--- src/design/cps_params.svh ---
// Constants for the program-control core: widths, vectors, register addresses, responses, timing.
// Assumes inclusion by bare name from the package and the core.
`ifndef CPS_PARAMS_SVH
`define CPS_PARAMS_SVH
`define CPS_PC_W 14
`define CPS_STACK_DEPTH 8
`define CPS_VEC_EXT 14'h0080
`define CPS_VEC_T1 14'h0084
`define CPS_VEC_T2 14'h0086
`define CPS_VEC_T3 14'h0088
`define CPS_PAGE2_BASE 14'h0100
`define CPS_ADDR_CTRL 8'h00
`define CPS_ADDR_ENABLE 8'h04
`define CPS_ADDR_STATUS 8'h08
`define CPS_ADDR_PC 8'h0C
`define CPS_ADDR_REGS 8'h10
`define CPS_ADDR_ROMWORD 8'h14
`define CPS_ADDR_DATAPTR 8'h18
`define CPS_ADDR_ROMADDR 8'h1C
`define CPS_RESP_OKAY 2'b00
`define CPS_RESP_SLVERR 2'b10
`define CPS_IRQ_WAIT_SHORT 2'd2
`define CPS_IRQ_WAIT_LONG 2'd3
`endif

--- src/design/cps_pkg.sv ---
// Types for the program-control core.
// Assumes cps_params.svh is on the include path.
`include "cps_params.svh"
package cps_pkg;
  typedef enum logic [4:0] {
    CPS_OP_NOP = 5'h00,
    CPS_OP_ADD_CARRY = 5'h01,
    CPS_OP_ADD_IMM = 5'h02,
    CPS_OP_ADD_MEM = 5'h03,
    CPS_OP_ROTATE_RIGHT = 5'h04,
    CPS_OP_SET_CARRY = 5'h05,
    CPS_OP_CLEAR_CARRY = 5'h06,
    CPS_OP_WIDE_FROM_PAIR = 5'h07,
    CPS_OP_PAIR_FROM_WIDE = 5'h08,
    CPS_OP_TABLE_LOOKUP = 5'h09,
    CPS_OP_IND_BRANCH = 5'h0A,
    CPS_OP_IND_CALL = 5'h0B,
    CPS_OP_CALL = 5'h0C,
    CPS_OP_PAGE2_CALL = 5'h0D,
    CPS_OP_BRANCH = 5'h0E,
    CPS_OP_RETURN = 5'h0F,
    CPS_OP_RET_IRQ = 5'h10,
    CPS_OP_READ_DEPTH = 5'h11,
    CPS_OP_IRQ_ON = 5'h12,
    CPS_OP_IRQ_OFF = 5'h13,
    CPS_OP_UPPER_BANK = 5'h14,
    CPS_OP_LOWER_BANK = 5'h15,
    CPS_OP_SKIP_TEST = 5'h16,
    CPS_OP_LOAD_PTR = 5'h17,
    CPS_OP_LOAD_ACC = 5'h18,
    CPS_OP_LOAD_TEMP = 5'h19
  } cps_op_t;
  typedef struct packed {
    logic [1:0] group;
    logic [2:0] file;
    logic [3:0] digit;
  } cps_dptr_t;
  typedef struct packed {
    cps_dptr_t dptr;
    logic carry;
    logic skip;
    logic [3:0] acc;
    logic [3:0] temp;
  } cps_ctx_t;
  typedef enum logic [1:0] {
    CPS_IDLE = 2'b00,
    CPS_WAIT = 2'b01,
    CPS_ENTER = 2'b10
  } cps_irq_state_t;
endpackage

--- src/design/cps_core.sv ---
// Program-control core: accumulator side, return stack, interrupt gating.
// Assumes an AXI4-Lite master on aclk; one instruction per issued write.
// Functional notes
// - Carry set by add-with-carry, set/clear ops; immediate and memory add keep it
// - Rotate right copies accumulator bit 0 into carry
// - Wide register exchanges with temp (high nibble) and accumulator (low)
// - Pointer and accumulator form 7-bit in-page address for lookup/branch/call
// - Eight-entry return stack saves PC on call, lookup and interrupt entry
// - Pushing beyond eight levels wraps and corrupts, no indication
// - 3-bit depth pointer tracks level, readable into the accumulator
// - One-stage context register saves data pointer, carry, skip, acc, temp on irq
// - Skip flag decides skips and is preserved across interrupt service
// - PC advances by instruction length, or loads branch/call/return target
// - PC is page field plus 7-bit in-page field; 127 rolls to next page
// - Data pointer is group, file, digit; digit selects port bit
// - Program words are 10 bits, 128 per page, all readable by lookup
// - Upper bank lookups read pages 64-127, lower bank pages 0-63
// - Interrupt loads its page-1 vector into the PC
// - Page-2 call reaches page-2 start addresses from any page
// - Data memory is 128 four-bit words addressed by the data pointer
// - Interrupt taken only when global flag, enable and request all set
// - Global flag set by on op, cleared by off op and by any interrupt
// - Enable bit picks interrupt or skip-test use of each request
// - Request flags stick until taken or skipped on, even when disabled
// - Highest fixed priority pending source is serviced first
// - Taking an interrupt clears only that source's request flag
// - Irq-on takes effect after the following instruction completes
// - Interrupt starts 2 to 3 cycles after conditions met; 3 if multi-cycle
// - Enable 0 makes skip test valid; enable 1 makes it ineffective
`timescale 1ns/1ps
`default_nettype none
`include "cps_params.svh"
module cps_core (
  input wire logic aclk,
  input wire logic aresetn,
  input wire logic [7:0] s_axi_awaddr,
  input wire logic s_axi_awvalid,
  output logic s_axi_awready,
  input wire logic [31:0] s_axi_wdata,
  input wire logic [3:0] s_axi_wstrb,
  input wire logic s_axi_wvalid,
  output logic s_axi_wready,
  output logic [1:0] s_axi_bresp,
  output logic s_axi_bvalid,
  input wire logic s_axi_bready,
  input wire logic [7:0] s_axi_araddr,
  input wire logic s_axi_arvalid,
  output logic s_axi_arready,
  output logic [31:0] s_axi_rdata,
  output logic [1:0] s_axi_rresp,
  output logic s_axi_rvalid,
  input wire logic s_axi_rready,
  input wire logic [3:0] irq_event,
  input wire logic [9:0] rom_data,
  output logic [13:0] rom_addr,
  output logic [3:0] port_bit_sel,
  output logic [6:0] ram_addr
);
  // Write and read channel latches
  logic aw_hold_reg, aw_hold_next;
  logic [7:0] aw_addr_reg, aw_addr_next;
  logic w_hold_reg, w_hold_next;
  logic [31:0] w_data_reg, w_data_next;
  logic [3:0] w_strb_reg, w_strb_next;
  logic b_valid_reg, b_valid_next;
  logic [1:0] b_resp_reg, b_resp_next;
  logic r_valid_reg, r_valid_next;
  logic [31:0] r_data_reg, r_data_next;
  logic [1:0] r_resp_reg, r_resp_next;
  // Core state
  logic [3:0] acc_reg, acc_next;
  logic [3:0] temp_reg, temp_next;
  logic [7:0] wide_reg, wide_next;
  logic [2:0] ptr_reg, ptr_next;
  logic carry_flag_reg, carry_flag_next;
  logic skip_reg, skip_next;
  cps_pkg::cps_dptr_t dptr_reg, dptr_next;
  logic [13:0] pc_reg, pc_next;
  logic [13:0] stack_reg [0:7];
  logic [13:0] stack_next [0:7];
  logic [2:0] stack_depth_pointer_reg, stack_depth_pointer_next;
  cps_pkg::cps_ctx_t ctx_reg, ctx_next;
  logic global_irq_flag_reg, global_irq_flag_next;
  logic irq_on_pend_reg, irq_on_pend_next;
  logic [3:0] req_reg, req_next;
  logic [3:0] irq_enable_reg_a_reg, irq_enable_reg_a_next;
  logic [3:0] irq_enable_reg_b_reg, irq_enable_reg_b_next;
  logic bank_reg, bank_next;
  logic [9:0] rom_word_reg, rom_word_next;
  cps_pkg::cps_irq_state_t irq_state_reg, irq_state_next;
  logic [1:0] irq_cnt_reg, irq_cnt_next;
  logic [1:0] irq_src_reg, irq_src_next;
  logic [13:0] rom_addr_reg, rom_addr_next;
  logic lookup_pend_reg, lookup_pend_next;
  logic wr_fire;
  logic exec;
  cps_pkg::cps_op_t op;
  logic [3:0] operand;
  logic multi;
  logic [3:0] en_vec;
  logic [3:0] live;
  logic [4:0] sum;
  logic [2:0] push_idx;
  logic [13:0] seq_pc;
  logic [13:0] in_page_tgt;

  assign s_axi_awready = !aw_hold_reg && !b_valid_reg;
  assign s_axi_wready = !w_hold_reg && !b_valid_reg;
  assign s_axi_bvalid = b_valid_reg;
  assign s_axi_bresp = b_resp_reg;
  assign s_axi_arready = !r_valid_reg;
  assign s_axi_rvalid = r_valid_reg;
  assign s_axi_rdata = r_data_reg;
  assign s_axi_rresp = r_resp_reg;
  assign rom_addr = rom_addr_reg;
  assign port_bit_sel = dptr_reg.digit;
  assign ram_addr = {dptr_reg.file, dptr_reg.digit};

  assign wr_fire = aw_hold_reg && w_hold_reg && !b_valid_reg;
  assign exec = wr_fire && (aw_addr_reg == `CPS_ADDR_CTRL);
  assign op = cps_pkg::cps_op_t'(w_data_reg[4:0]);
  assign operand = w_data_reg[11:8];
  assign multi = w_data_reg[15];
  // Enable bits: ext=a[0], t1=a[2], t2=a[3], t3=b[0]
  assign en_vec = {irq_enable_reg_b_reg[0], irq_enable_reg_a_reg[3],
                   irq_enable_reg_a_reg[2], irq_enable_reg_a_reg[0]};
  assign live = req_reg & en_vec & {4{global_irq_flag_reg}};
  assign sum = {1'b0, acc_reg} + {1'b0, operand} + {4'h0, carry_flag_reg};
  assign push_idx = stack_depth_pointer_reg;
  assign seq_pc = pc_reg + {13'h0000, 1'b1} + {13'h0000, multi};
  assign in_page_tgt = {pc_reg[13:7], ptr_reg, acc_reg};

  always_comb
  begin
    aw_hold_next = aw_hold_reg;
    aw_addr_next = aw_addr_reg;
    w_hold_next = w_hold_reg;
    w_data_next = w_data_reg;
    w_strb_next = w_strb_reg;
    b_valid_next = b_valid_reg;
    b_resp_next = b_resp_reg;
    r_valid_next = r_valid_reg;
    r_data_next = r_data_reg;
    r_resp_next = r_resp_reg;
    if (s_axi_awvalid && s_axi_awready)
    begin
      aw_hold_next = 1'b1;
      aw_addr_next = s_axi_awaddr;
    end
    if (s_axi_wvalid && s_axi_wready)
    begin
      w_hold_next = 1'b1;
      w_data_next = s_axi_wdata;
      w_strb_next = s_axi_wstrb;
    end
    if (wr_fire)
    begin
      aw_hold_next = 1'b0;
      w_hold_next = 1'b0;
      b_valid_next = 1'b1;
      b_resp_next = (aw_addr_reg == `CPS_ADDR_CTRL ||
                     aw_addr_reg == `CPS_ADDR_ENABLE) ?
                    `CPS_RESP_OKAY : `CPS_RESP_SLVERR;
    end
    if (b_valid_reg && s_axi_bready)
      b_valid_next = 1'b0;
    if (s_axi_arvalid && s_axi_arready)
    begin
      r_valid_next = 1'b1;
      r_resp_next = `CPS_RESP_OKAY;
      unique case (s_axi_araddr)
        `CPS_ADDR_CTRL: r_data_next = 32'h0000_0000;
        `CPS_ADDR_ENABLE: r_data_next = {24'h00_0000, irq_enable_reg_b_reg,
                                         irq_enable_reg_a_reg};
        `CPS_ADDR_STATUS: r_data_next = {20'h0_0000, bank_reg,
          irq_on_pend_reg, global_irq_flag_reg, stack_depth_pointer_reg,
          skip_reg, carry_flag_reg, req_reg};
        `CPS_ADDR_PC: r_data_next = {18'h0_0000, pc_reg};
        `CPS_ADDR_REGS: r_data_next = {13'h0000, ptr_reg, wide_reg,
                                       temp_reg, acc_reg};
        `CPS_ADDR_ROMWORD: r_data_next = {22'h00_0000, rom_word_reg};
        `CPS_ADDR_DATAPTR: r_data_next = {23'h00_0000, dptr_reg};
        `CPS_ADDR_ROMADDR: r_data_next = {18'h0_0000, rom_addr_reg};
        default:
        begin
          r_data_next = 32'h0000_0000;
          r_resp_next = `CPS_RESP_SLVERR;
        end
      endcase
    end
    else if (r_valid_reg && s_axi_rready)
      r_valid_next = 1'b0;
  end

  always_comb
  begin
    acc_next = acc_reg;
    temp_next = temp_reg;
    wide_next = wide_reg;
    ptr_next = ptr_reg;
    carry_flag_next = carry_flag_reg;
    skip_next = skip_reg;
    dptr_next = dptr_reg;
    pc_next = pc_reg;
    for (int i = 0; i < `CPS_STACK_DEPTH; i++)
      stack_next[i] = stack_reg[i];
    stack_depth_pointer_next = stack_depth_pointer_reg;
    ctx_next = ctx_reg;
    global_irq_flag_next = global_irq_flag_reg;
    irq_on_pend_next = irq_on_pend_reg;
    req_next = req_reg;
    irq_enable_reg_a_next = irq_enable_reg_a_reg;
    irq_enable_reg_b_next = irq_enable_reg_b_reg;
    bank_next = bank_reg;
    rom_word_next = rom_word_reg;
    irq_state_next = irq_state_reg;
    irq_cnt_next = irq_cnt_reg;
    irq_src_next = irq_src_reg;
    rom_addr_next = pc_reg;
    lookup_pend_next = 1'b0;
    if (lookup_pend_reg)
    begin
      // Word at the lookup address answers one cycle later
      rom_word_next = rom_data;
      acc_next = rom_data[3:0];
      temp_next = rom_data[7:4];
    end
    if (wr_fire && aw_addr_reg == `CPS_ADDR_ENABLE && w_strb_reg[0])
    begin
      irq_enable_reg_a_next = w_data_reg[3:0];
      irq_enable_reg_b_next = w_data_reg[7:4];
    end
    unique case (irq_state_reg)
      cps_pkg::CPS_IDLE:
        if (live != 4'h0)
        begin
          irq_state_next = cps_pkg::CPS_WAIT;
          irq_cnt_next = (exec && multi) ? `CPS_IRQ_WAIT_LONG
                                         : `CPS_IRQ_WAIT_SHORT;
        end
      cps_pkg::CPS_WAIT:
        if (live == 4'h0)
          irq_state_next = cps_pkg::CPS_IDLE;
        else if (irq_cnt_reg == 2'd1)
          irq_state_next = cps_pkg::CPS_ENTER;
        else
          irq_cnt_next = irq_cnt_reg - 2'd1;
      cps_pkg::CPS_ENTER:
      begin
        irq_state_next = cps_pkg::CPS_IDLE;
        if (live[0]) irq_src_next = 2'd0;
        else if (live[1]) irq_src_next = 2'd1;
        else if (live[2]) irq_src_next = 2'd2;
        else irq_src_next = 2'd3;
      end
    endcase
    if (irq_state_reg == cps_pkg::CPS_ENTER && live != 4'h0)
    begin
      stack_next[push_idx] = pc_reg;
      stack_depth_pointer_next = stack_depth_pointer_reg + 3'd1;
      ctx_next = '{dptr_reg, carry_flag_reg, skip_reg, acc_reg,
                   temp_reg};
      global_irq_flag_next = 1'b0;
      irq_on_pend_next = 1'b0;
      if (live[0])
      begin
        req_next[0] = 1'b0;
        pc_next = `CPS_VEC_EXT;
      end
      else if (live[1])
      begin
        req_next[1] = 1'b0;
        pc_next = `CPS_VEC_T1;
      end
      else if (live[2])
      begin
        req_next[2] = 1'b0;
        pc_next = `CPS_VEC_T2;
      end
      else
      begin
        req_next[3] = 1'b0;
        pc_next = `CPS_VEC_T3;
      end
    end
    else if (exec)
    begin
      pc_next = seq_pc;
      if (irq_on_pend_reg)
      begin
        global_irq_flag_next = 1'b1;
        irq_on_pend_next = 1'b0;
      end
      unique case (op)
        cps_pkg::CPS_OP_ADD_CARRY:
        begin
          acc_next = sum[3:0];
          carry_flag_next = sum[4];
        end
        cps_pkg::CPS_OP_ADD_IMM, cps_pkg::CPS_OP_ADD_MEM:
          acc_next = acc_reg + operand;
        cps_pkg::CPS_OP_ROTATE_RIGHT:
        begin
          acc_next = {carry_flag_reg, acc_reg[3:1]};
          carry_flag_next = acc_reg[0];
        end
        cps_pkg::CPS_OP_SET_CARRY: carry_flag_next = 1'b1;
        cps_pkg::CPS_OP_CLEAR_CARRY: carry_flag_next = 1'b0;
        cps_pkg::CPS_OP_WIDE_FROM_PAIR:
          wide_next = {temp_reg, acc_reg};
        cps_pkg::CPS_OP_PAIR_FROM_WIDE:
        begin
          temp_next = wide_reg[7:4];
          acc_next = wide_reg[3:0];
        end
        cps_pkg::CPS_OP_TABLE_LOOKUP:
        begin
          // Page from target field bits 21:16, bank picks upper half
          rom_addr_next = {bank_reg, w_data_reg[21:16], ptr_reg, acc_reg};
          lookup_pend_next = 1'b1;
          stack_next[push_idx] = seq_pc;
          stack_depth_pointer_next = stack_depth_pointer_reg + 3'd1;
          stack_depth_pointer_next = stack_depth_pointer_reg; // Popped back
        end
        cps_pkg::CPS_OP_IND_BRANCH: pc_next = in_page_tgt;
        cps_pkg::CPS_OP_IND_CALL, cps_pkg::CPS_OP_CALL,
        cps_pkg::CPS_OP_PAGE2_CALL:
        begin
          stack_next[push_idx] = seq_pc;
          stack_depth_pointer_next = stack_depth_pointer_reg + 3'd1;
          if (op == cps_pkg::CPS_OP_IND_CALL)
            pc_next = in_page_tgt;
          else if (op == cps_pkg::CPS_OP_PAGE2_CALL)
            pc_next = `CPS_PAGE2_BASE | {7'h00, w_data_reg[22:16]};
          else
            pc_next = w_data_reg[29:16];
        end
        cps_pkg::CPS_OP_BRANCH: pc_next = w_data_reg[29:16];
        cps_pkg::CPS_OP_RETURN, cps_pkg::CPS_OP_RET_IRQ:
        begin
          stack_depth_pointer_next = stack_depth_pointer_reg - 3'd1;
          pc_next = stack_reg[stack_depth_pointer_reg - 3'd1];
          if (op == cps_pkg::CPS_OP_RET_IRQ)
          begin
            dptr_next = ctx_reg.dptr;
            carry_flag_next = ctx_reg.carry;
            skip_next = ctx_reg.skip;
            acc_next = ctx_reg.acc;
            temp_next = ctx_reg.temp;
          end
        end
        cps_pkg::CPS_OP_READ_DEPTH:
          acc_next = {1'b0, stack_depth_pointer_reg};
        cps_pkg::CPS_OP_IRQ_ON: irq_on_pend_next = 1'b1;
        cps_pkg::CPS_OP_IRQ_OFF:
        begin
          global_irq_flag_next = 1'b0;
          irq_on_pend_next = 1'b0;
        end
        cps_pkg::CPS_OP_UPPER_BANK: bank_next = 1'b1;
        cps_pkg::CPS_OP_LOWER_BANK: bank_next = 1'b0;
        cps_pkg::CPS_OP_SKIP_TEST:
        begin
          // Skip only valid while the source is disabled
          skip_next = req_reg[operand[1:0]] && !en_vec[operand[1:0]];
          if (skip_next)
          begin
            req_next[operand[1:0]] = 1'b0;
            pc_next = seq_pc + 14'h0001;
          end
        end
        cps_pkg::CPS_OP_LOAD_PTR:
        begin
          ptr_next = operand[2:0];
          dptr_next = w_data_reg[24:16];
        end
        cps_pkg::CPS_OP_LOAD_ACC: acc_next = operand;
        cps_pkg::CPS_OP_LOAD_TEMP: temp_next = operand;
        default: ;
      endcase
    end
    req_next = req_next | irq_event; // Set wins over clear
  end

  always_ff @(posedge aclk)
  begin
    if (!aresetn)
    begin
      aw_hold_reg <= 1'b0;
      aw_addr_reg <= 8'h00;
      w_hold_reg <= 1'b0;
      w_data_reg <= 32'h0000_0000;
      w_strb_reg <= 4'h0;
      b_valid_reg <= 1'b0;
      b_resp_reg <= `CPS_RESP_OKAY;
      r_valid_reg <= 1'b0;
      r_data_reg <= 32'h0000_0000;
      r_resp_reg <= `CPS_RESP_OKAY;
      acc_reg <= 4'h0;
      temp_reg <= 4'h0;
      wide_reg <= 8'h00;
      ptr_reg <= 3'h0;
      carry_flag_reg <= 1'b0;
      skip_reg <= 1'b0;
      dptr_reg <= '0;
      pc_reg <= 14'h0000;
      for (int i = 0; i < `CPS_STACK_DEPTH; i++)
        stack_reg[i] <= 14'h0000;
      stack_depth_pointer_reg <= 3'h0;
      ctx_reg <= '0;
      global_irq_flag_reg <= 1'b0;
      irq_on_pend_reg <= 1'b0;
      req_reg <= 4'h0;
      irq_enable_reg_a_reg <= 4'h0;
      irq_enable_reg_b_reg <= 4'h0;
      bank_reg <= 1'b0;
      rom_word_reg <= 10'h000;
      irq_state_reg <= cps_pkg::CPS_IDLE;
      irq_cnt_reg <= 2'd0;
      irq_src_reg <= 2'd0;
      rom_addr_reg <= 14'h0000;
      lookup_pend_reg <= 1'b0;
    end
    else
    begin
      aw_hold_reg <= aw_hold_next;
      aw_addr_reg <= aw_addr_next;
      w_hold_reg <= w_hold_next;
      w_data_reg <= w_data_next;
      w_strb_reg <= w_strb_next;
      b_valid_reg <= b_valid_next;
      b_resp_reg <= b_resp_next;
      r_valid_reg <= r_valid_next;
      r_data_reg <= r_data_next;
      r_resp_reg <= r_resp_next;
      acc_reg <= acc_next;
      temp_reg <= temp_next;
      wide_reg <= wide_next;
      ptr_reg <= ptr_next;
      carry_flag_reg <= carry_flag_next;
      skip_reg <= skip_next;
      dptr_reg <= dptr_next;
      pc_reg <= pc_next;
      for (int i = 0; i < `CPS_STACK_DEPTH; i++)
        stack_reg[i] <= stack_next[i];
      stack_depth_pointer_reg <= stack_depth_pointer_next;
      ctx_reg <= ctx_next;
      global_irq_flag_reg <= global_irq_flag_next;
      irq_on_pend_reg <= irq_on_pend_next;
      req_reg <= req_next;
      irq_enable_reg_a_reg <= irq_enable_reg_a_next;
      irq_enable_reg_b_reg <= irq_enable_reg_b_next;
      bank_reg <= bank_next;
      rom_word_reg <= rom_word_next;
      irq_state_reg <= irq_state_next;
      irq_cnt_reg <= irq_cnt_next;
      irq_src_reg <= irq_src_next;
      rom_addr_reg <= rom_addr_next;
      lookup_pend_reg <= lookup_pend_next;
    end
  end

  // Checks
  a_rot_carry: assert property (@(posedge aclk) disable iff (!aresetn)
    exec && op == cps_pkg::CPS_OP_ROTATE_RIGHT &&
    irq_state_reg != cps_pkg::CPS_ENTER |=> carry_flag_reg == $past(acc_reg[0]))
    else $error("rotate did not move bit 0 to carry");
  a_add_keeps_carry: assert property (@(posedge aclk) disable iff (!aresetn)
    exec && op == cps_pkg::CPS_OP_ADD_IMM && irq_state_reg != cps_pkg::CPS_ENTER
    |=> $stable(carry_flag_reg))
    else $error("immediate add changed carry");
  a_irq_clears_flag: assert property (@(posedge aclk) disable iff (!aresetn)
    irq_state_reg == cps_pkg::CPS_ENTER && live != 4'h0 |=> !global_irq_flag_reg)
    else $error("global flag not cleared on entry");
  a_irq_gated: assert property (@(posedge aclk) disable iff (!aresetn)
    !global_irq_flag_reg |=> ctx_reg == $past(ctx_reg))
    else $error("interrupt taken without global flag");
  a_ext_vector: assert property (@(posedge aclk) disable iff (!aresetn)
    irq_state_reg == cps_pkg::CPS_ENTER && live[0] |=> pc_reg == `CPS_VEC_EXT)
    else $error("wrong external vector");
  a_push_depth: assert property (@(posedge aclk) disable iff (!aresetn)
    exec && op == cps_pkg::CPS_OP_CALL && irq_state_reg != cps_pkg::CPS_ENTER
    |=> stack_depth_pointer_reg == $past(stack_depth_pointer_reg) + 3'd1)
    else $error("depth pointer did not advance");
  a_req_sticky: assert property (@(posedge aclk) disable iff (!aresetn)
    irq_event[3] |=> req_reg[3])
    else $error("request flag lost");
  a_on_delayed: assert property (@(posedge aclk) disable iff (!aresetn)
    exec && op == cps_pkg::CPS_OP_IRQ_ON && !global_irq_flag_reg &&
    !irq_on_pend_reg |=> !global_irq_flag_reg)
    else $error("irq-on took effect at once");
  c_irq_taken: cover property (@(posedge aclk) disable iff (!aresetn)
    irq_state_reg == cps_pkg::CPS_ENTER && live != 4'h0);
  c_call_return: cover property (@(posedge aclk) disable iff (!aresetn)
    exec && op == cps_pkg::CPS_OP_RETURN);
  c_lookup: cover property (@(posedge aclk) disable iff (!aresetn)
    exec && op == cps_pkg::CPS_OP_TABLE_LOOKUP && bank_reg);
endmodule
`default_nettype wire

--- config.mk ---
export PLATFORM = sky130hd
export DESIGN_NAME = cps_core
export DESIGN_NICKNAME = d
export VERILOG_FILES = /design/src/design/cps_pkg.sv /design/src/design/cps_core.sv
export VERILOG_INCLUDE_DIRS = /design/src /design/src/design
export SDC_FILE = /design/constraint.sdc
export NUM_CORES = 1
export LEC_CHECK = 0
export ABC_AREA = 1
export BUFFER_PORTS_ARGS = -buffer_cell sky130_fd_sc_hd__buf_2
export CORE_MARGIN = 5
export CORE_UTILIZATION = 35
export CTS_CLUSTER_DIAMETER = 80
export CTS_CLUSTER_SIZE = 12
export DETAILED_ROUTE_END_ITERATION = 10
export GPL_ROUTABILITY_DRIVEN = 0
export PLACE_DENSITY = 0.57
export SLEW_MARGIN = 20
export SYNTH_ARGS = -nofsm -noshare
export SYNTH_HDL_FRONTEND = slang
export SYNTH_SLANG_ARGS = --single-unit
--- constraint.sdc ---
create_clock -name aclk -period 3.7 [get_ports aclk]
set_input_delay 0.37 -clock aclk [delete_from_list [all_inputs] [get_ports aclk]]
set_output_delay 0.37 -clock aclk [all_outputs]
set_load 0.02 [all_outputs]
# Word-level counts from Yosys, hierarchy flattened
# Memory sizes are Yosys's and may differ from the RTL's.
# Cells that the tools add are included.
# classes
n_addsub	9
multipliers	0
div_mod_pow	0
magnitude_cmp	4
eq_ne	43
n_shift	0
mux	83
bitwise	17
n_reduce_logical	57
# op_table
cell	n
two-way mux 112 bit	3
two-way mux 14 bit	17
bitwise mux 112 bit	2
one-hot mux 19 bit (7 select lines)	1
one-hot mux 14 bit (5 select lines)	1
two-way mux 4 bit	15
equality test 5 bit, second input constant	10
demux 14 bit (select 3 bit)	1
equality test 5 x 4 -> 1 bit, second input constant	8
equality test 8 x 5 -> 1 bit, second input constant	4
adder 14 x 1 -> 14 bit, second input constant	2
one-hot mux 4 bit (7 select lines)	1
equality test 5 x 3 -> 1 bit, second input constant	4
two-way mux 1 bit	18
two-way mux 2 bit	9
one-hot mux 9 bit (2 select lines)	1
logical AND 1 bit	17
equality test 8 x 3 -> 1 bit, second input constant	2
equality test 8 x 4 -> 1 bit, second input constant	2
zero test 8 bit	2
AND reduction 4 bit	4
adder 14 x 1 -> 14 bit	1
nonzero test 2 bit	7
bitwise AND 4 bit	3
44 further kinds	78
# totals
ff_bits	189
latch_bits	0
mem_bits_rw	112
rom_bits	0
wordCells	254
n_memories	1
# memory_table
memory	words	word_bits	read_ports	rd_clocked_by_memory_dff	write_ports	line_no	text
stack_reg	8	14	9	0	8	cps_core.sv:79	logic [13:0] stack_reg [0:7];

# Longest topological paths before layout
# depth
word_depth	11
depth_mapped	19
ltp_nobuf	19

# Worst setup path before layout
# Ideal clock, no wire load.
# synth_timing
kind	register -> register
from	reg stack_depth_pointer_reg[0] (netlist: push_idx[0])
to	reg pc_reg[1]
t_arrival_ns	2.435
required_time_ns	3.572
path_slack_ns	1.137
stages_incl_launch_ff	15
synth_period_minus_slack_ns	2.563
path_cell_list	dfxtp_1 > clkbuf_1 > inv_1 > clkbuf_1 > clkbuf_1 > ha_1 > clkbuf_1 > buf_1 > a21oi_1 > o21ai_0 > nand3_1 > nand3_1 > o2111ai_1 > a21oi_1 > nor2_1
# synth_between
elab_chain_len	5
# synth_rtl
item	line_no	text
start: declaration	cps_core.sv:81	logic [2:0] stack_depth_pointer_reg, stack_depth_pointer_next;
start signal: assignment	cps_core.sv:446	stack_depth_pointer_reg <= stack_depth_pointer_next;
subtractor 3 x 1 -> 3 bit	cps_core.sv:342	pc_next = stack_reg[stack_depth_pointer_reg - 3'd1];
memory (8 x 14 bit)	--	
one-hot mux 14 bit (5 select lines)	cps_core.sv:294	unique case (op)
two-way mux 14 bit	cps_core.sv:286	else if (exec)
two-way mux 14 bit	cps_core.sv:257	if (irq_state_reg == cps_pkg::CPS_ENTER && live != 4'h0)
end signal: assignment	cps_core.sv:443	pc_reg <= pc_next;
end: declaration	cps_core.sv:78	logic [13:0] pc_reg, pc_next;
# No other way between the ends. The select of a mux whose other input is x is not followed.
# A chain may end at the register's enable or synchronous reset.

# Worst setup path after layout
# layout_timing
from	reg stack_depth_pointer_reg[1] (netlist: push_idx[1])
to	reg pc_reg[2]
# Same word-level chain as after synthesis.

==> impl_metrics.env <==
export IMPL_crit_path_cell_trace="inv_1 -> ha_1 -> clkinv_1 -> buf_4 -> a21oi_1 -> o21ai_0 -> nand3_1 -> nand3_1 -> nand4_1 -> nand2_1 -> a21oi_2"
export IMPL_detailedRoute_firstIterationViolations=1292
export IMPL_status="complete, no violations"
export IMPL_maxCapViolCount=0
export IMPL_drcViolationCount=0
export IMPL_relSlewSlack_pct=28.6
export IMPL_dieArea_sq_um=45400
export IMPL_port_buffers=115
export IMPL_peakVddDrop_mv=0.313
export IMPL_track_usage_pct=20.3
export IMPL_p_per_area_nw_per_um2=399
export IMPL_diodes=0
export IMPL_ys_types=57
export IMPL_cts_buffers=28
export IMPL_h_tree_depth=1
export IMPL_finalSetupTns_ns=0
export IMPL_final_common_cell="nand2_1"
export IMPL_mostFrequentLayoutCells="nand2_1, a21oi_1, dfxtp_1, o21ai_0, inv_1"
export IMPL_cts_root_buf="clkbuf_16"
export IMPL_min_period_ns=2.91
export IMPL_reg2reg_depth=11
export IMPL_finalHoldViolations=0
export IMPL_comb_power_share_pct=8.9
export IMPL_slowest_stage="clkinv_1"
export IMPL_critPathMaxStageDelay_ns=0.58
export IMPL_initial_utilization_pct=35.3
export IMPL_hold_path_startpoint="s_axi_wdata[22]"
export IMPL_grt_pass1_vias=12700
export IMPL_ys_ff_latch=283
export IMPL_yosysWarningCount=0
export IMPL_post_cts_buffers=0
export IMPL_whs_path_depth=3
export IMPL_synth_edf_count=0
export IMPL_area_growth_pct=9.60
export IMPL_fin_skew_ns=0.0316
export IMPL_timing_rr_start="push_idx[1]"
export IMPL_path_common_cell="nand3_1"
export IMPL_finalSetupViolCount=0
export IMPL_cts_tree="done"
export IMPL_clk_pin_slew_ns=0.06
export IMPL_final_nets=2177
export IMPL_wl_per_cell_um=18.2
export IMPL_post_route_period_util_pct=78.8
export IMPL_pwr_share_clk_pct=40.7
export IMPL_num_rows=74
export IMPL_cts_hold_buf=1
export IMPL_fin_total_pwr_mw=6.31
export IMPL_drive_gt1_share_pct=11.3
export IMPL_cts_resized=0
export IMPL_fill_cells=4295
export IMPL_dieHeight_um=213
export IMPL_critPathArrivalTime_ns=3.39
export IMPL_startpoint_type="register"
export IMPL_p_sw_mw=1.66
export IMPL_hpwl_mm=33.5
export IMPL_max_freq_mhz=343
export IMPL_rsz0062_at_grt="false"
export IMPL_grt_overflow_total=0
export IMPL_worst_path_max_fanout=17
export IMPL_clk_path_buf_depth=3
export IMPL_antenna_found_initial=0
export IMPL_netSwitchingFraction_pct=26.3
export IMPL_largest_reg_flops=112
export IMPL_endpoint_kind="register"
export IMPL_syn_area_sq_um=14400
export IMPL_core_sq_um=40800
export IMPL_dieWidth_um=213
export IMPL_ys_flop_type="dfxtp_1"
export IMPL_via_per_inst=5.26
export IMPL_wl_mm=47.7
export IMPL_async_flop_share_pct=0
export IMPL_pin_count=139
export IMPL_synth_avg_cell_area_sq_um=7.04
export IMPL_seqPwrFrac_pct=50.4
export IMPL_min_path_type="primary input to register"
export IMPL_p_int_mw=4.65
export IMPL_final_max_slew_violation_count=0
export IMPL_grt_max_degree=213
export IMPL_cp_data_required_time_ns=4.18
export IMPL_grt_pass1_wl_mm=73.6
export IMPL_dr_total_vias=13800
export IMPL_worstSetupPathType="register to register"
export IMPL_crit_start="push_idx[1]"
export IMPL_cts_num_sinks=283
export IMPL_drt_pass1_iterations=5
export IMPL_drtAntennaViolNets=0
export IMPL_clk_insertion_delay_late_ns=0.57
export IMPL_tightestPinTransition_ns=1.07
export IMPL_seq_area_frac_synth_pct=39.3
export IMPL_p_leak_nw=5.92
export IMPL_postSynthCellCount=2049
-- final timing paths --
check	end	slack, ns
setup reg to reg	pc_reg[2]	0.79
hold / removal	w_data_reg[22]	0.05
hold reg to reg	stack_reg[0][0]	0.44
setup / recovery	pc_reg[2]	0.79
-- area by class of cell --
type | count | area, sq um | share of cell area (%)
Clock buffer | 30 | 729 | 4.62
Clock inverter | 2 | 17.5 | 0.111
Inverter | 262 | 992 | 6.28
Multi-Input combinational cell | 1384 | 7040 | 44.5
Sequential cell | 283 | 5670 | 35.9
Tap cell | 532 | 666 | 4.21
Timing Repair Buffer | 128 | 691 | 4.37
-- layer usage --
layer,wire (um),GRT usage [%],vias to the layer above,share of wire [%]
li1,-,-,6867,-
met1,20400,26.8,6412,43
met2,22800,34.3,427,48
met3,2870,2.98,89,6.0
met4,1630,7.02,0,3.4
met5,0,0,-,0
-- synthesized netlist by cell type, types with 5 or more instances --
master / count / area share (%)
nand3_2: 6 / 0.42
nand2_4: 9 / 0.70
o21ai_0: 270 / 9.4
o211ai_1: 5 / 0.26
o22ai_1: 11 / 0.48
dfxtp_1: 283 / 39
nand4_1: 12 / 0.52
a21oi_1: 285 / 9.9
buf_4: 30 / 1.6
buf_6: 19 / 1.5
nor2_4: 10 / 0.78
inv_2: 13 / 0.34
o221ai_1: 5 / 0.30
ha_1: 14 / 1.2
nor2_2: 8 / 0.35
a211oi_1: 20 / 1.0
o21ai_1: 65 / 2.3
inv_1: 245 / 6.4
o2111ai_1: 7 / 0.43
a31oi_1: 20 / 0.87
nand2_1: 289 / 7.5
nand3_1: 100 / 3.5
nor2_1: 151 / 3.9
xor2_1: 5 / 0.30
nor3_1: 19 / 0.66
clkbuf_1: 69 / 1.8
nand2_2: 12 / 0.52
buf_2: 12 / 0.42
-- logic make-up after synthesis --
group | count (synthesis) | share of synthesized area (%)
AND/OR/NAND/NOR | 632 | 20.0
XOR/XNOR | 9 | 0.547
other | 1 | 0.0260
AO/OA/AOI/OAI | 711 | 26.3
buffers and inverters | 396 | 12.2
adder cells (fa/ha/maj) | 17 | 1.63
flip-flops | 283 | 39.3
-- critical path: cells and delay by family, from the launching register on --
family                   cells  cell delay (ns)
buffers and inverters        3             1.16
AND/OR/NAND/NOR              4             0.55
flip-flops                   1             0.48
adder cells (fa/ha/maj)      1             0.33
AO/OA/AOI/OAI                3             0.32
-- power groups by stage --
stage	sequential, mW	combinational (mW)	clock, mW
after floorplan	3.21	0.418	0
after global placement	3.25	0.545	0
after detailed placement	3.25	0.557	0
after CTS	3.18	0.559	2.63
after global routing	3.18	0.631	2.75
final	3.18	0.560	2.57
-- metrics by stage --
stage | hold slack [ns] | cell area, sq um | utilization, % | worst slack (ns) | cells
6_report | 0.0492 | 15800 | 38.7 | 0.786 | 2621
3_5_place_dp | 0.433 | 15000 | 36.8 | 0.815 | 2588
4_1_cts | 0.0242 | 15800 | 38.7 | 0.774 | 2621
2_1_floorplan | 0.420 | 14500 | - | 1.14 | 2063
3_3_place_gp | 0.429 | 15000 | 36.8 | 0.798 | 2588
5_1_grt | 0.0478 | 15800 | 38.7 | 0.588 | 2621
(Power assumes the default switching activity.)
